### config.mk
export PLATFORM = sky130hd
export DESIGN_NAME = evc_session_ctrl
export DESIGN_NICKNAME = d
export VERILOG_FILES = /design/src/core/evc_pkg.sv /design/src/core/evc_tick_gen.sv /design/src/core/evc_pwm.sv /design/src/core/evc_session_ctrl.sv
export SDC_FILE = /design/constraint.sdc
export NUM_CORES = 1
export LEC_CHECK = 0
export ABC_AREA = 1
export BUFFER_PORTS_ARGS = -buffer_cell sky130_fd_sc_hd__buf_4
export CAP_MARGIN = 5
export CORE_ASPECT_RATIO = 1.2
export CORE_MARGIN = 2
export CORE_UTILIZATION = 65
export CTS_BUF_LIST = sky130_fd_sc_hd__clkbuf_2
export DETAILED_ROUTE_END_ITERATION = 12
export GPL_TIMING_DRIVEN = 0
export PLACE_DENSITY_LB_ADDON = 0.12
export RECOVER_POWER = 25
export SETUP_SLACK_MARGIN = 0.1
export SYNTH_ARGS = -nofsm -noshare
export SYNTH_HDL_FRONTEND = slang
export SYNTH_SLANG_ARGS = --single-unit
### constraint.sdc
create_clock -name clk -period 4 [get_ports clk]
set_input_delay 0 -clock clk [delete_from_list [all_inputs] [get_ports clk]]
set_output_delay 0 -clock clk [all_outputs]
set_load 0.02 [all_outputs]
### src/core/evc_pkg.sv
`default_nettype none

package evc_pkg;

    localparam int unsigned CLK_HZ        = 50_000_000;
    localparam int unsigned TICK_HZ       = 1;
    localparam int unsigned TICK_CYC      = CLK_HZ / TICK_HZ;
    localparam int unsigned PWM_HZ        = 1_000;
    localparam int unsigned PWM_CYC       = CLK_HZ / PWM_HZ;
    localparam int unsigned PWM_W         = 16;
    localparam logic [PWM_W-1:0] DUTY_RST = 16'h30D4;

    // pilot level classes reported by the sampler
    typedef enum logic [2:0] {
        EVC_LVL_A     = 3'h0,
        EVC_LVL_B     = 3'h1,
        EVC_LVL_C     = 3'h2,
        EVC_LVL_D     = 3'h3,
        EVC_LVL_FAULT = 3'h4
    } evc_lvl_e;

    typedef enum logic [1:0] {
        EVC_RD_INVENTORY,
        EVC_RD_INFO_STATUS,
        EVC_RD_INFO_BLOCKS,
        EVC_RD_DATA
    } evc_rd_e;

    typedef struct packed {
        logic check_failed;
        logic gf_triggered;
        logic relay_stuck;
        logic pilot_fault;
    } evc_fault_s;

    localparam int unsigned FAULT_W = 4;

endpackage : evc_pkg

`default_nettype wire

### src/core/evc_tick_gen.sv
`timescale 1ns/10ps
`default_nettype none

module evc_tick_gen #(
    parameter int unsigned PERIOD = 50_000_000
) (
    input  wire logic clk,    // system clock
    input  wire logic rst,    // sync reset
    output logic      tick    // one-cycle pulse every PERIOD cycles
);
    logic [31:0] cnt_q;

    always_ff @(posedge clk) begin
        if (rst) begin
            cnt_q <= 32'h0;
            tick  <= 1'b0;
        end else if (cnt_q == 32'(PERIOD - 1)) begin
            cnt_q <= 32'h0;
            tick  <= 1'b1;
        end else begin
            cnt_q <= cnt_q + 32'h1;
            tick  <= 1'b0;
        end
    end
endmodule : evc_tick_gen

`default_nettype wire

### src/core/evc_pwm.sv
`timescale 1ns/10ps
`default_nettype none

module evc_pwm #(
    parameter int unsigned PERIOD = 50_000,
    parameter int unsigned W      = 16
) (
    input  wire logic         clk,     // system clock
    input  wire logic         rst,     // sync reset
    input  wire logic [W-1:0] duty,    // high cycles per period
    output logic              wave     // free-running waveform
);
    logic [W-1:0] cnt_q;

    always_ff @(posedge clk) begin
        if (rst) begin
            cnt_q <= '0;
            wave  <= 1'b1;
        end else begin
            cnt_q <= (cnt_q == W'(PERIOD - 1)) ? '0 : cnt_q + W'(1);
            wave  <= (cnt_q < duty);
        end
    end
endmodule : evc_pwm

`default_nettype wire

### src/core/evc_session_ctrl.sv
`timescale 1ns/10ps
`default_nettype none

module evc_session_ctrl #(
    parameter int unsigned TICK_CYCLES = evc_pkg::TICK_CYC,
    parameter int unsigned PWM_CYCLES  = evc_pkg::PWM_CYC
) (
    input  wire logic                    clk,           // system clock
    input  wire logic                    rst,           // sync reset, also full restart
    input  wire logic                    reader_irq,    // reader new-tag interrupt, async
    input  wire logic                    reader_done,   // reader data read finished, async
    input  wire logic                    card_valid,    // authentication verdict, async
    input  wire logic                    gf_event,      // ground-fault detector, async
    input  wire logic                    relay_fb,      // relay contact feedback, async
    input  wire logic [2:0]              pilot_level,   // pilot_voltage_sampler class, async
    input  wire logic [evc_pkg::PWM_W-1:0] pwm_duty,    // duty from service rating
    output logic                         reader_step,   // one pulse per tick while reading
    output evc_pkg::evc_rd_e             reader_phase,  // current read step
    output logic                         gf_test_coil,  // test coil pulse
    output logic                         pilot_out,     // pilot drive
    output logic                         relay_close,   // charge relay
    output logic                         vent_req,      // venting indicator
    output logic                         fault,         // in fault state
    output evc_pkg::evc_fault_s          fault_cause    // latched fault causes
);
    import evc_pkg::*;

    typedef enum logic [3:0] {
        ST_START, ST_IDLE, ST_CARD, ST_GF_CHECK, ST_GF_EXPECT, ST_GF_PASS,
        ST_A, ST_B, ST_C, ST_D, ST_FAULT
    } evc_state_e;

    evc_state_e state_q;
    evc_state_e state_d;
    logic       tick;
    logic       pwm_wave;
    logic       test_exp_q;
    logic       gf_seen_q;
    logic       pwm_en_q;
    evc_fault_s fault_q;
    logic       duty_cap_q;
    logic [PWM_W-1:0] duty_q;

    // two-flop synchronisers for every asynchronous input
    logic [7:0] sync1_q;
    logic [7:0] sync2_q;
    always_ff @(posedge clk) begin
        if (rst) begin
            sync1_q <= 8'h00;
            sync2_q <= 8'h00;
        end else begin
            sync1_q <= {pilot_level, relay_fb, gf_event, card_valid, reader_done, reader_irq};
            sync2_q <= sync1_q;
        end
    end
    logic     irq_s, done_s, valid_s, gf_s, relay_s;
    evc_lvl_e lvl_s;
    assign irq_s   = sync2_q[0];
    assign done_s  = sync2_q[1];
    assign valid_s = sync2_q[2];
    assign gf_s    = sync2_q[3];
    assign relay_s = sync2_q[4];
    assign lvl_s   = evc_lvl_e'(sync2_q[7:5]);

    logic gf_s_q;
    always_ff @(posedge clk) begin
        if (rst) gf_s_q <= 1'b0;
        else gf_s_q <= gf_s;
    end
    logic gf_rise;
    assign gf_rise = gf_s & ~gf_s_q;

    evc_tick_gen #(.PERIOD(TICK_CYCLES)) u_tick (
        .clk  (clk),
        .rst  (rst),
        .tick (tick)
    );

    // duty caught once after reset, then held for the whole session
    always_ff @(posedge clk) begin
        if (rst) begin
            duty_cap_q <= 1'b0;
            duty_q     <= DUTY_RST;
        end else if (!duty_cap_q) begin
            duty_cap_q <= 1'b1;
            duty_q     <= pwm_duty;
        end
    end

    evc_pwm #(.PERIOD(PWM_CYCLES), .W(PWM_W)) u_pwm (
        .clk  (clk),
        .rst  (rst),
        .duty (duty_q),
        .wave (pwm_wave)
    );

    // next state, evaluated only on the tick
    always_comb begin
        state_d = state_q;
        case (state_q)
            ST_START:     state_d = ST_IDLE;
            ST_IDLE:      if (irq_s) state_d = ST_CARD;
            ST_CARD: begin
                if (done_s) state_d = valid_s ? ST_GF_CHECK : ST_IDLE;
            end
            ST_GF_CHECK:  state_d = ST_GF_EXPECT;
            ST_GF_EXPECT: state_d = gf_seen_q ? ST_GF_PASS : ST_FAULT;
            ST_GF_PASS:   state_d = ST_A;
            ST_A: begin
                if (lvl_s == EVC_LVL_B) state_d = ST_B;
                else if (lvl_s != EVC_LVL_A) state_d = ST_FAULT;
            end
            ST_B: begin
                case (lvl_s)
                    EVC_LVL_C:     state_d = ST_C;
                    EVC_LVL_A:     state_d = ST_A;
                    EVC_LVL_FAULT: state_d = ST_FAULT;
                    default:       state_d = ST_B;
                endcase
            end
            ST_C: begin
                case (lvl_s)
                    EVC_LVL_B:     state_d = ST_B;
                    EVC_LVL_A:     state_d = ST_A;
                    EVC_LVL_D:     state_d = ST_D;
                    EVC_LVL_FAULT: state_d = ST_FAULT;
                    default:       state_d = ST_C;
                endcase
            end
            ST_D: begin
                if (lvl_s == EVC_LVL_C) state_d = ST_C;
                else if (lvl_s == EVC_LVL_FAULT) state_d = ST_FAULT;
            end
            ST_FAULT:     state_d = ST_FAULT;
            default:      state_d = ST_FAULT;
        endcase
        // asynchronous-cause faults override any pending move
        if (state_q != ST_FAULT && (|fault_q)) state_d = ST_FAULT;
    end

    always_ff @(posedge clk) begin
        if (rst) state_q <= ST_START;
        else if (tick) state_q <= state_d;
    end

    logic entering;
    assign entering = tick && (state_d != state_q);

    // test-expected flag set on entry to the check, coil pulse on the next tick, as the check is left
    always_ff @(posedge clk) begin
        if (rst) begin
            test_exp_q   <= 1'b0;
            gf_test_coil <= 1'b0;
        end else begin
            gf_test_coil <= 1'b0;
            if (entering && state_d == ST_GF_CHECK) test_exp_q <= 1'b1;
            else if (tick && state_q == ST_GF_EXPECT) test_exp_q <= 1'b0;
            if (tick && state_q == ST_GF_CHECK) gf_test_coil <= 1'b1;
        end
    end

    always_ff @(posedge clk) begin
        if (rst) gf_seen_q <= 1'b0;
        else if (test_exp_q && gf_rise) gf_seen_q <= 1'b1;
        else if (entering && state_d == ST_GF_CHECK) gf_seen_q <= 1'b0;
    end

    // fault causes are sticky; only rst clears them
    always_ff @(posedge clk) begin
        if (rst) begin
            fault_q <= '0;
        end else begin
            if (gf_rise && !test_exp_q) fault_q.gf_triggered <= 1'b1;
            if (tick && state_q == ST_GF_EXPECT && !gf_seen_q) fault_q.check_failed <= 1'b1;
            if (tick && (state_q inside {ST_A, ST_B, ST_C, ST_D}) && state_d == ST_FAULT
                && !(|fault_q)) fault_q.pilot_fault <= 1'b1;
            // contacts must follow the command once the relay has had a tick to move
            if (tick && relay_s != relay_close && state_q != ST_FAULT)
                fault_q.relay_stuck <= 1'b1;
        end
    end

    // outputs registered from state
    always_ff @(posedge clk) begin
        if (rst) begin
            pwm_en_q    <= 1'b0;
            relay_close <= 1'b0;
            vent_req    <= 1'b0;
            fault       <= 1'b0;
        end else begin
            pwm_en_q    <= state_q inside {ST_B, ST_C, ST_D};
            relay_close <= state_q inside {ST_C, ST_D};
            vent_req    <= (state_q == ST_D);
            fault       <= (state_q == ST_FAULT);
        end
    end

    // static high outside PWM states, including fault
    always_ff @(posedge clk) begin
        if (rst) pilot_out <= 1'b1;
        else pilot_out <= pwm_en_q ? pwm_wave : 1'b1;
    end

    assign fault_cause = fault_q;

    // reader stepping: one call per tick while in card check
    always_ff @(posedge clk) begin
        if (rst) begin
            reader_step  <= 1'b0;
            reader_phase <= EVC_RD_INVENTORY;
        end else begin
            reader_step <= tick && state_q == ST_CARD;
            if (tick && state_q == ST_CARD) begin
                if (reader_phase != EVC_RD_DATA)
                    reader_phase <= evc_rd_e'(reader_phase + 2'h1);
            end else if (state_q != ST_CARD) begin
                reader_phase <= EVC_RD_INVENTORY;
            end
        end
    end

    a_fault_sticky: assert property (@(posedge clk) disable iff (rst)
        state_q == ST_FAULT |=> state_q == ST_FAULT)
        else $error("left fault state");

    a_fault_safe: assert property (@(posedge clk) disable iff (rst)
        state_q == ST_FAULT ##2 state_q == ST_FAULT |-> !relay_close && pilot_out)
        else $error("fault state not safe");

    a_tick_only: assert property (@(posedge clk) disable iff (rst)
        !tick |=> $stable(state_q))
        else $error("state moved off tick");

    a_gf_masked: assert property (@(posedge clk) disable iff (rst)
        test_exp_q && gf_rise |=> $stable(fault_q.gf_triggered))
        else $error("masked ground fault raised");

    a_coil_after_flag: assert property (@(posedge clk) disable iff (rst)
        gf_test_coil |-> test_exp_q)
        else $error("coil pulse without test flag");

    a_relay_in_c: assert property (@(posedge clk) disable iff (rst)
        state_q == ST_C && $past(state_q) == ST_C |-> relay_close)
        else $error("relay open in state C");

    a_static_in_a: assert property (@(posedge clk) disable iff (rst)
        state_q == ST_A ##3 state_q == ST_A |-> pilot_out)
        else $error("pilot not static in state A");

    a_d_exits: assert property (@(posedge clk) disable iff (rst)
        state_q == ST_D ##1 state_q != ST_D |-> state_q inside {ST_C, ST_FAULT})
        else $error("illegal exit from state D");

    a_card_path: assert property (@(posedge clk) disable iff (rst)
        state_q == ST_GF_CHECK |-> $past(state_q) inside {ST_CARD, ST_GF_CHECK})
        else $error("self test without card");

    a_step_in_card: assert property (@(posedge clk) disable iff (rst)
        reader_step |-> $past(state_q) == ST_CARD)
        else $error("reader step outside card check");

    a_step_pulse: assert property (@(posedge clk) disable iff (rst)
        reader_step |=> !reader_step)
        else $error("reader step longer than one cycle");

    a_phase_idle: assert property (@(posedge clk) disable iff (rst)
        state_q != ST_CARD && $past(state_q) != ST_CARD
            |-> reader_phase == EVC_RD_INVENTORY)
        else $error("read phase not parked");

    a_phase_order: assert property (@(posedge clk) disable iff (rst)
        $changed(reader_phase) && reader_phase != EVC_RD_INVENTORY
            |-> reader_phase == evc_rd_e'($past(reader_phase) + 2'h1))
        else $error("read phase out of order");

    a_coil_pulse: assert property (@(posedge clk) disable iff (rst)
        gf_test_coil |=> !gf_test_coil)
        else $error("coil pulse longer than one cycle");

    a_coil_from_check: assert property (@(posedge clk) disable iff (rst)
        gf_test_coil |-> state_q inside {ST_GF_EXPECT, ST_FAULT})
        else $error("coil pulse outside self test");

    a_pass_needs_seen: assert property (@(posedge clk) disable iff (rst)
        state_q == ST_GF_PASS && $past(state_q) == ST_GF_EXPECT |-> $past(gf_seen_q))
        else $error("self test passed without detector");

    a_check_fail: assert property (@(posedge clk) disable iff (rst)
        state_q == ST_GF_EXPECT && tick && !gf_seen_q |=> fault_q.check_failed)
        else $error("missed self test not flagged");

    a_vent_only_d: assert property (@(posedge clk) disable iff (rst)
        vent_req |-> $past(state_q) == ST_D)
        else $error("venting shown outside state D");

    a_relay_states: assert property (@(posedge clk) disable iff (rst)
        relay_close |-> $past(state_q) inside {ST_C, ST_D})
        else $error("relay closed outside C or D");

    a_pwm_states: assert property (@(posedge clk) disable iff (rst)
        pwm_en_q |-> $past(state_q) inside {ST_B, ST_C, ST_D})
        else $error("pwm enabled outside B, C or D");

    a_fault_out: assert property (@(posedge clk) disable iff (rst)
        fault == ($past(state_q) == ST_FAULT))
        else $error("fault output does not follow state");

    a_idle_hold: assert property (@(posedge clk) disable iff (rst)
        state_q == ST_IDLE && tick && !irq_s && !(|fault_q) |=> state_q == ST_IDLE)
        else $error("left idle without a card");

    a_cause_sticky: assert property (@(posedge clk) disable iff (rst)
        (fault_q | $past(fault_q)) == fault_q)
        else $error("fault cause cleared");

    a_a_exit: assert property (@(posedge clk) disable iff (rst)
        state_q == ST_B && $past(state_q) == ST_A |-> $past(lvl_s) == EVC_LVL_B)
        else $error("state B entered without level drop");

    a_c_entry: assert property (@(posedge clk) disable iff (rst)
        state_q == ST_C && $past(state_q) == ST_B |-> $past(lvl_s) == EVC_LVL_C)
        else $error("state C entered without ready level");

endmodule : evc_session_ctrl

`default_nettype wire

After elaboration in Yosys (flattened, before gate mapping)
Index checks and enable logic that the tools add are counted.
{"block": "totals", "ff_bits": 103, "in_bits": 26, "output_inout_bits": 12, "word_cells": 108}
{"block": "op_classes", "n_addsub": 3, "n_lt_le_gt_ge": 1, "n_eq_ne": 24, "mux": 22, "bitwise": 3, "n_reduce_logical": 31}
{"operator": "$pmux W4 S10", "count": 1}
{"operator": "$add A32 B1 Y32 const B", "count": 1}
{"operator": "$eq A32 B26 Y1 const B", "count": 1}
{"operator": "$mux W4", "count": 8}
{"operator": "$add A16 B1 Y16 const B", "count": 1}
{"operator": "$eq A16 B16 Y1 const B", "count": 1}
{"operator": "$eq A4 B3 Y1 const B", "count": 4}
{"operator": "$eq A4 B4 Y1 const B", "count": 4}
{"operator": "$lt A16 B16 Y1", "count": 1}
{"operator": "$pmux W4 S4", "count": 1}
{"operator": "$logic_and A1 B1 Y1", "count": 14}
{"operator": "$eq A4 B2 Y1 const B", "count": 3}
{"operator": "$pmux W4 S3", "count": 1}
{"operator": "$mux W2", "count": 4}
{"operator": "$reduce_bool A2 Y1", "count": 4}
{"operator": "$mux W1", "count": 7}
{"operator": "$eq A3 B2 Y1 const B", "count": 2}
{"operator": "$reduce_bool A3 Y1", "count": 2}
{"operator": "$reduce_or A2 Y1", "count": 3}
{"operator": "$eq A4 B1 Y1 const B", "count": 1}
{"operator": "$logic_not A4 Y1", "count": 1}
{"operator": "$ne A4 B2 Y1 const B", "count": 1}
{"operator": "$ne A4 B4 Y1", "count": 1}
{"operator": "$ne A4 B4 Y1 const B", "count": 1}
{"operator": "other kinds (13)", "count": 16}

Longest topological paths before layout
{"block": "logic_depth", "word_depth": 10, "mapped_depth": 11, "depth_no_buf": 11}

By module
A second synthesis with hierarchy kept.
{"block": "hier_totals", "cells_unflattened": 751, "hier_area_um2": 5079.9}
{"module": "evc_session_ctrl", "instances": 1, "cells_each": 290, "area_each_um2": 2080.7}
{"module": "evc_tick_gen", "instances": 1, "cells_each": 290, "area_each_um2": 1793.0}
{"module": "evc_pwm", "instances": 1, "cells_each": 171, "area_each_um2": 1206.2}

Worst setup path before layout
No wires, ideal clock.
{"block": "synth_timing", "kind": "register to register", "from": "register u_pwm.cnt_q[0]", "to": "register u_pwm.cnt_q[7]", "t_arrival_ns": 1.564, "path_slack_ns": 2.320, "stages_incl_launch_ff": 9, "cell_sequence": "dfxtp_1 ha_1 nand2_1 inv_1 nand2_1 or2_2 o41ai_4 buf_6 a21oi_1"}
{"block": "synth_between", "elab_chain_cells": 2, "word_cells_on_any_way": 3, "cone_classes": "1 x add/sub; 1 x eq/ne; 1 x reduce/logical"}
{"element": "start: declaration", "line": "evc_pwm.sv:13", "source": "logic [W-1:0] cnt_q;"}
{"element": "start signal: assignment", "line": "evc_pwm.sv:20", "source": "cnt_q <= (cnt_q == W'(PERIOD - 1)) ? '0 : cnt_q + W'(1);"}
{"element": "parallel branches: the longest is 2 deep, another holds $add A16 B1 Y16"}
Several ways; the timed one is not identified.
A chain may end at the register's enable or synchronous reset.

Worst setup path in the final report
{"block": "layout_timing", "from": "register state_q[3]", "to": "register gf_seen_q"}
{"block": "layout_between", "elab_chain_cells": 8, "word_cells_on_any_way": 25, "cone_classes": "12 x eq/ne; 8 x mux; 5 x reduce/logical"}
{"element": "start: declaration", "line": "evc_session_ctrl.sv:33", "source": "evc_state_e state_q;"}
{"element": "start signal: assignment", "line": "evc_session_ctrl.sv:143", "source": "else if (tick) state_q <= state_d;"}
{"element": "$mux W4, on equally long branches", "line": "evc_session_ctrl.sv:132, evc_session_ctrl.sv:111"}
{"element": "$mux W4, on equally long branches", "line": "evc_session_ctrl.sv:131, evc_session_ctrl.sv:110"}
{"element": "$pmux W4 S10", "line": "evc_session_ctrl.sv:100", "source": "case (state_q)"}
{"element": "$mux W4", "line": "evc_session_ctrl.sv:138", "source": "if (state_q != ST_FAULT && (|fault_q)) state_d = ST_FAULT;"}
{"element": "$ne A4 B4 Y1", "line": "evc_session_ctrl.sv:147", "source": "assign entering = tick && (state_d != state_q);"}
{"element": "$logic_and A1 B1 Y1", "line": "evc_session_ctrl.sv:147"}
{"element": "$logic_and A1 B1 Y1 *", "line": "evc_session_ctrl.sv:165", "source": "else if (entering && state_d == ST_GF_CHECK) gf_seen_q <= 1'b0;"}
{"element": "$reduce_bool A2 Y1 (no line) *"}
{"element": "end signal: assignment", "line": "evc_session_ctrl.sv:163", "source": "if (rst) gf_seen_q <= 1'b0;"}
{"element": "end signal: assignment", "line": "evc_session_ctrl.sv:164", "source": "else if (test_exp_q && gf_rise) gf_seen_q <= 1'b1;"}
{"element": "end signal: assignment", "line": "evc_session_ctrl.sv:165"}
{"element": "end: declaration", "line": "evc_session_ctrl.sv:38", "source": "logic gf_seen_q;"}
Every way passes the cells marked *; elsewhere a longest branch is shown, timed or not.

==> run_results.csv <==
group,metric,value,unit
timing,tns,0,ns
worst_setup_path,path_max_fanout,5,
place,io_buffers,37,
place,routabilityCongestion,0.9947,
run,drv_cap,0,
clocking,h-tree-depth,3,
place,hpwl,7492,um
timing,max_slew.worst_pin.slew,0.5894,ns
logic_synthesis,netlist_area,4848,sq um
logic_synthesis,synth_cell_type_count,38,
route,wl_per_cell,12.39,um
logic_synthesis,synth_top_area_share,0.4253,
clocking,clk_latency,0.56,ns
global_route,grt_max_degree,19,
floorplanning,ios,38,
logic_synthesis,synth_seq_area_share,0.4253,
route,drtPass1Iterations,5,
timing,drv_slew,0,
global_route,overflow,0,
route,vias_per_cell,5.187,
cells_and_area,fin_nets,780,
clocking,cts_tree,"done",
route,route.detailed.drc,0,
timing,fin_crit,1.991,ns
floorplanning,die_x,82.84,um
clocking,clkSlewWorstSetupHoldPaths,0.26,ns
global_route,grt_usage,0.2617,
timing,slew_headroom,0.6071,
logic_synthesis,synth-seq-cells,103,
min_path,hold_path.class,"in2reg",
cells_and_area,mostFrequentLayoutCell,"nand2_1",
global_route,grt_pass1_wl,17710,um
global_route,first_global_vias,4208,
logic_synthesis,synth_area_leaders,"dfxtp_1 43%, nand2_1 8.8%, inv_1 7.8%",
place,dp_cells,782,
logic_synthesis,synth_top_cell_by_area,"dfxtp_1",
cells_and_area,fin_cells,831,
timing,fmax,502.4,MHz
clocking,cts_resized,0,
power_and_ir_drop,cellPowerDensity,300.8,nW/um^2
status,status,"finished clean",
global_route,grt_antenna_before_repair,0,
timing,fin_crit_sh,0.4976,
floorplanning,die_y,98.61,um
logic_synthesis,ys_warn_count,0,
route,vias,4310,
worst_setup_path,critPathKind,"reg2reg",
worst_setup_path,worstPathRequired,4.45,ns
route,drt-initial-drc-count,201,
clocking,postCtsSetupBuffers,0,
clocking,cts_buffer_depth,2,
timing,rsz0062_at_grt,"false",
route,wl,10300,um
logic_synthesis,synthCells,655,
clocking,cts_made_buffers,9,
floorplanning,coreArea,7232,sq um
power_and_ir_drop,leakagePower,0.002483,uW
floorplanning,dieArea,8169,sq um
floorplanning,start_util,0.6704,
floorplanning,fp-row-count,34,
logic_synthesis,synth.avg_cell_area,7.402,sq um
timing,setup_viol,0,
cells_and_area,drive_above_1_share,0.1093,
clocking,cts_sinks,103,
worst_setup_path,cp-end-kind,"flip-flop",
power_and_ir_drop,vdd_drop_max,0.0001994,V
cells_and_area,diodes,0,
worst_setup_path,worstSetupStartpointType,"flip-flop",
cells_and_area,layout_common_cells,"114 x nand2_1, 103 x inv_1, 103 x dfxtp_1, 99 x nor2_1, 42 x a21oi_1",
route,antenna_left,0,
worst_setup_path,crit_arrival,2.44,ns
clocking,clockRootBuffer,"clkbuf_2",
logic_synthesis,synth.net_count,699,
cells_and_area,area_delta_synth_final,16.77,%
timing,skew,0.02694,ns
timing,hold_viol,0,
clocking,postCtsHoldBufs,33,
## where the power goes
part / internal, uW / switching, uW / leakage (uW) / total, uW
sequential: 1060 / 11.2 / 0.000839 / 1070
combinational: 64.7 / 69.6 / 0.00157 / 134
clock: 154 / 349 / 0.0000786 / 502
total: 1270 / 429 / 0.00248 / 1700
## path summary, 6_finish.rpt
kind,start,to,slack (ns),depth (start not counted)
min,pwm_duty[12],duty_q[12]$_SDFFE_PP1N_,0.23,4
min reg2reg,sync1_q[5]$_SDFF_PP0_,sync2_q[5]$_SDFF_PP0_,0.42,2
max reg2reg,state_q[3]$_SDFFE_PP0P_,gf_seen_q$_SDFFE_PP0P_,2.01,9
max,state_q[3]$_SDFFE_PP0P_,gf_seen_q$_SDFFE_PP0P_,2.01,9
## sequential cells by signal, summed over array words and instances, names as in the netlist
signal and count:
pilot_out 1, u_pwm.cnt_q 16, duty_cap_q 1, test_exp_q 1, pwm_en_q 1, sync2_q 8, fault_cause 4, reader_step 1
gf_seen_q 1, duty_q 16, u_tick.cnt_q 32, state_q 4, reader_phase 2, gf_test_coil 1, relay_close 1, u_pwm.wave 1
fault 1, sync1_q 8, u_tick.tick 1, vent_req 1, gf_s_q 1
## critical path: stages (launching register included)
cell and delay, ns:
dfxtp_1 0.48, inv_1 0.13, nor2_1 0.28, nand2_2 0.14
a21oi_2 0.19, nand3_1 0.12, nor2_1 0.21, nand3_1 0.14
o21bai_1 0.14, a21oi_1 0.07
## metrics by stage
stage | hold WS, ns | total power [uW] | area (sq um) | utilization | worst slack, ns
6_report | 0.2274 | 1703 | 5662 | 0.7829 | 2.009
5_1_grt | 0.2227 | 1766 | 5662 | 0.7829 | 1.814
4_1_cts | 0.1892 | 1715 | 5692 | 0.7870 | 2.060
3_5_place_dp | 0.2074 | 1192 | 5239 | 0.7244 | 2.112
3_3_place_gp | 0.1985 | 1187 | 5239 | 0.7244 | 2.140
2_1_floorplan | 0.1070 | 1149 | 4848 | - | 2.320
## synthesized netlist by cell type
cell,n
nor2_4,4
nor4_1,2
inv_1,101
o21a_1,3
o41ai_4,1
or2_0,1
nor3_4,2
a21oi_1,42
o21ai_1,2
or2_2,3
nand2_1,114
nand3_2,2
ha_1,18
buf_2,3
nand4_1,10
a31oi_1,3
nand3b_1,2
xor2_1,8
nor3_1,16
a21oi_2,2
o2111ai_1,1
nor2_1,98
o211ai_1,8
nor3_2,2
nor3b_2,3
nand2_4,2
inv_2,2
o21bai_1,1
nand2_2,4
buf_6,1
nand3_1,34
nor3b_1,10
o21ai_0,24
clkbuf_1,9
clkinv_1,1
dfxtp_1,103
xnor2_1,7
nor2_2,6
## cell families after synthesis
group / after synthesis / synth area share
AND/OR/NAND/NOR: 315 / 0.3045
flip-flops: 103 / 0.4253
adder cells (fa/ha/maj): 18 / 0.04645
buffers and inverters: 117 / 0.09290
AO/OA/AOI/OAI: 87 / 0.1037
XOR/XNOR: 15 / 0.02710
## area by class of cell
class | instances | area, sq um
Sequential cell | 103 | 2062
Multi-Input combinational cell | 435 | 2328
Tap cell | 90 | 112.6
Inverter | 104 | 390.4
Buffer | 13 | 60.06
Clock buffer | 9 | 45.04
Timing Repair Buffer | 70 | 585.6
Clock inverter | 7 | 77.57
Fill cell | 551 | 1570
## per-layer routing
metal / up-vias / track usage / part of all wire
met4: 0 / 0.1122 / 0.022
met5: - / 0 / 0
met3: 21 / 0.02931 / 0.035
met2: 80 / 0.4758 / 0.49
li1: 2254 / - / -
met1: 1955 / 0.3118 / 0.45
(Power assumes the default switching activity.)
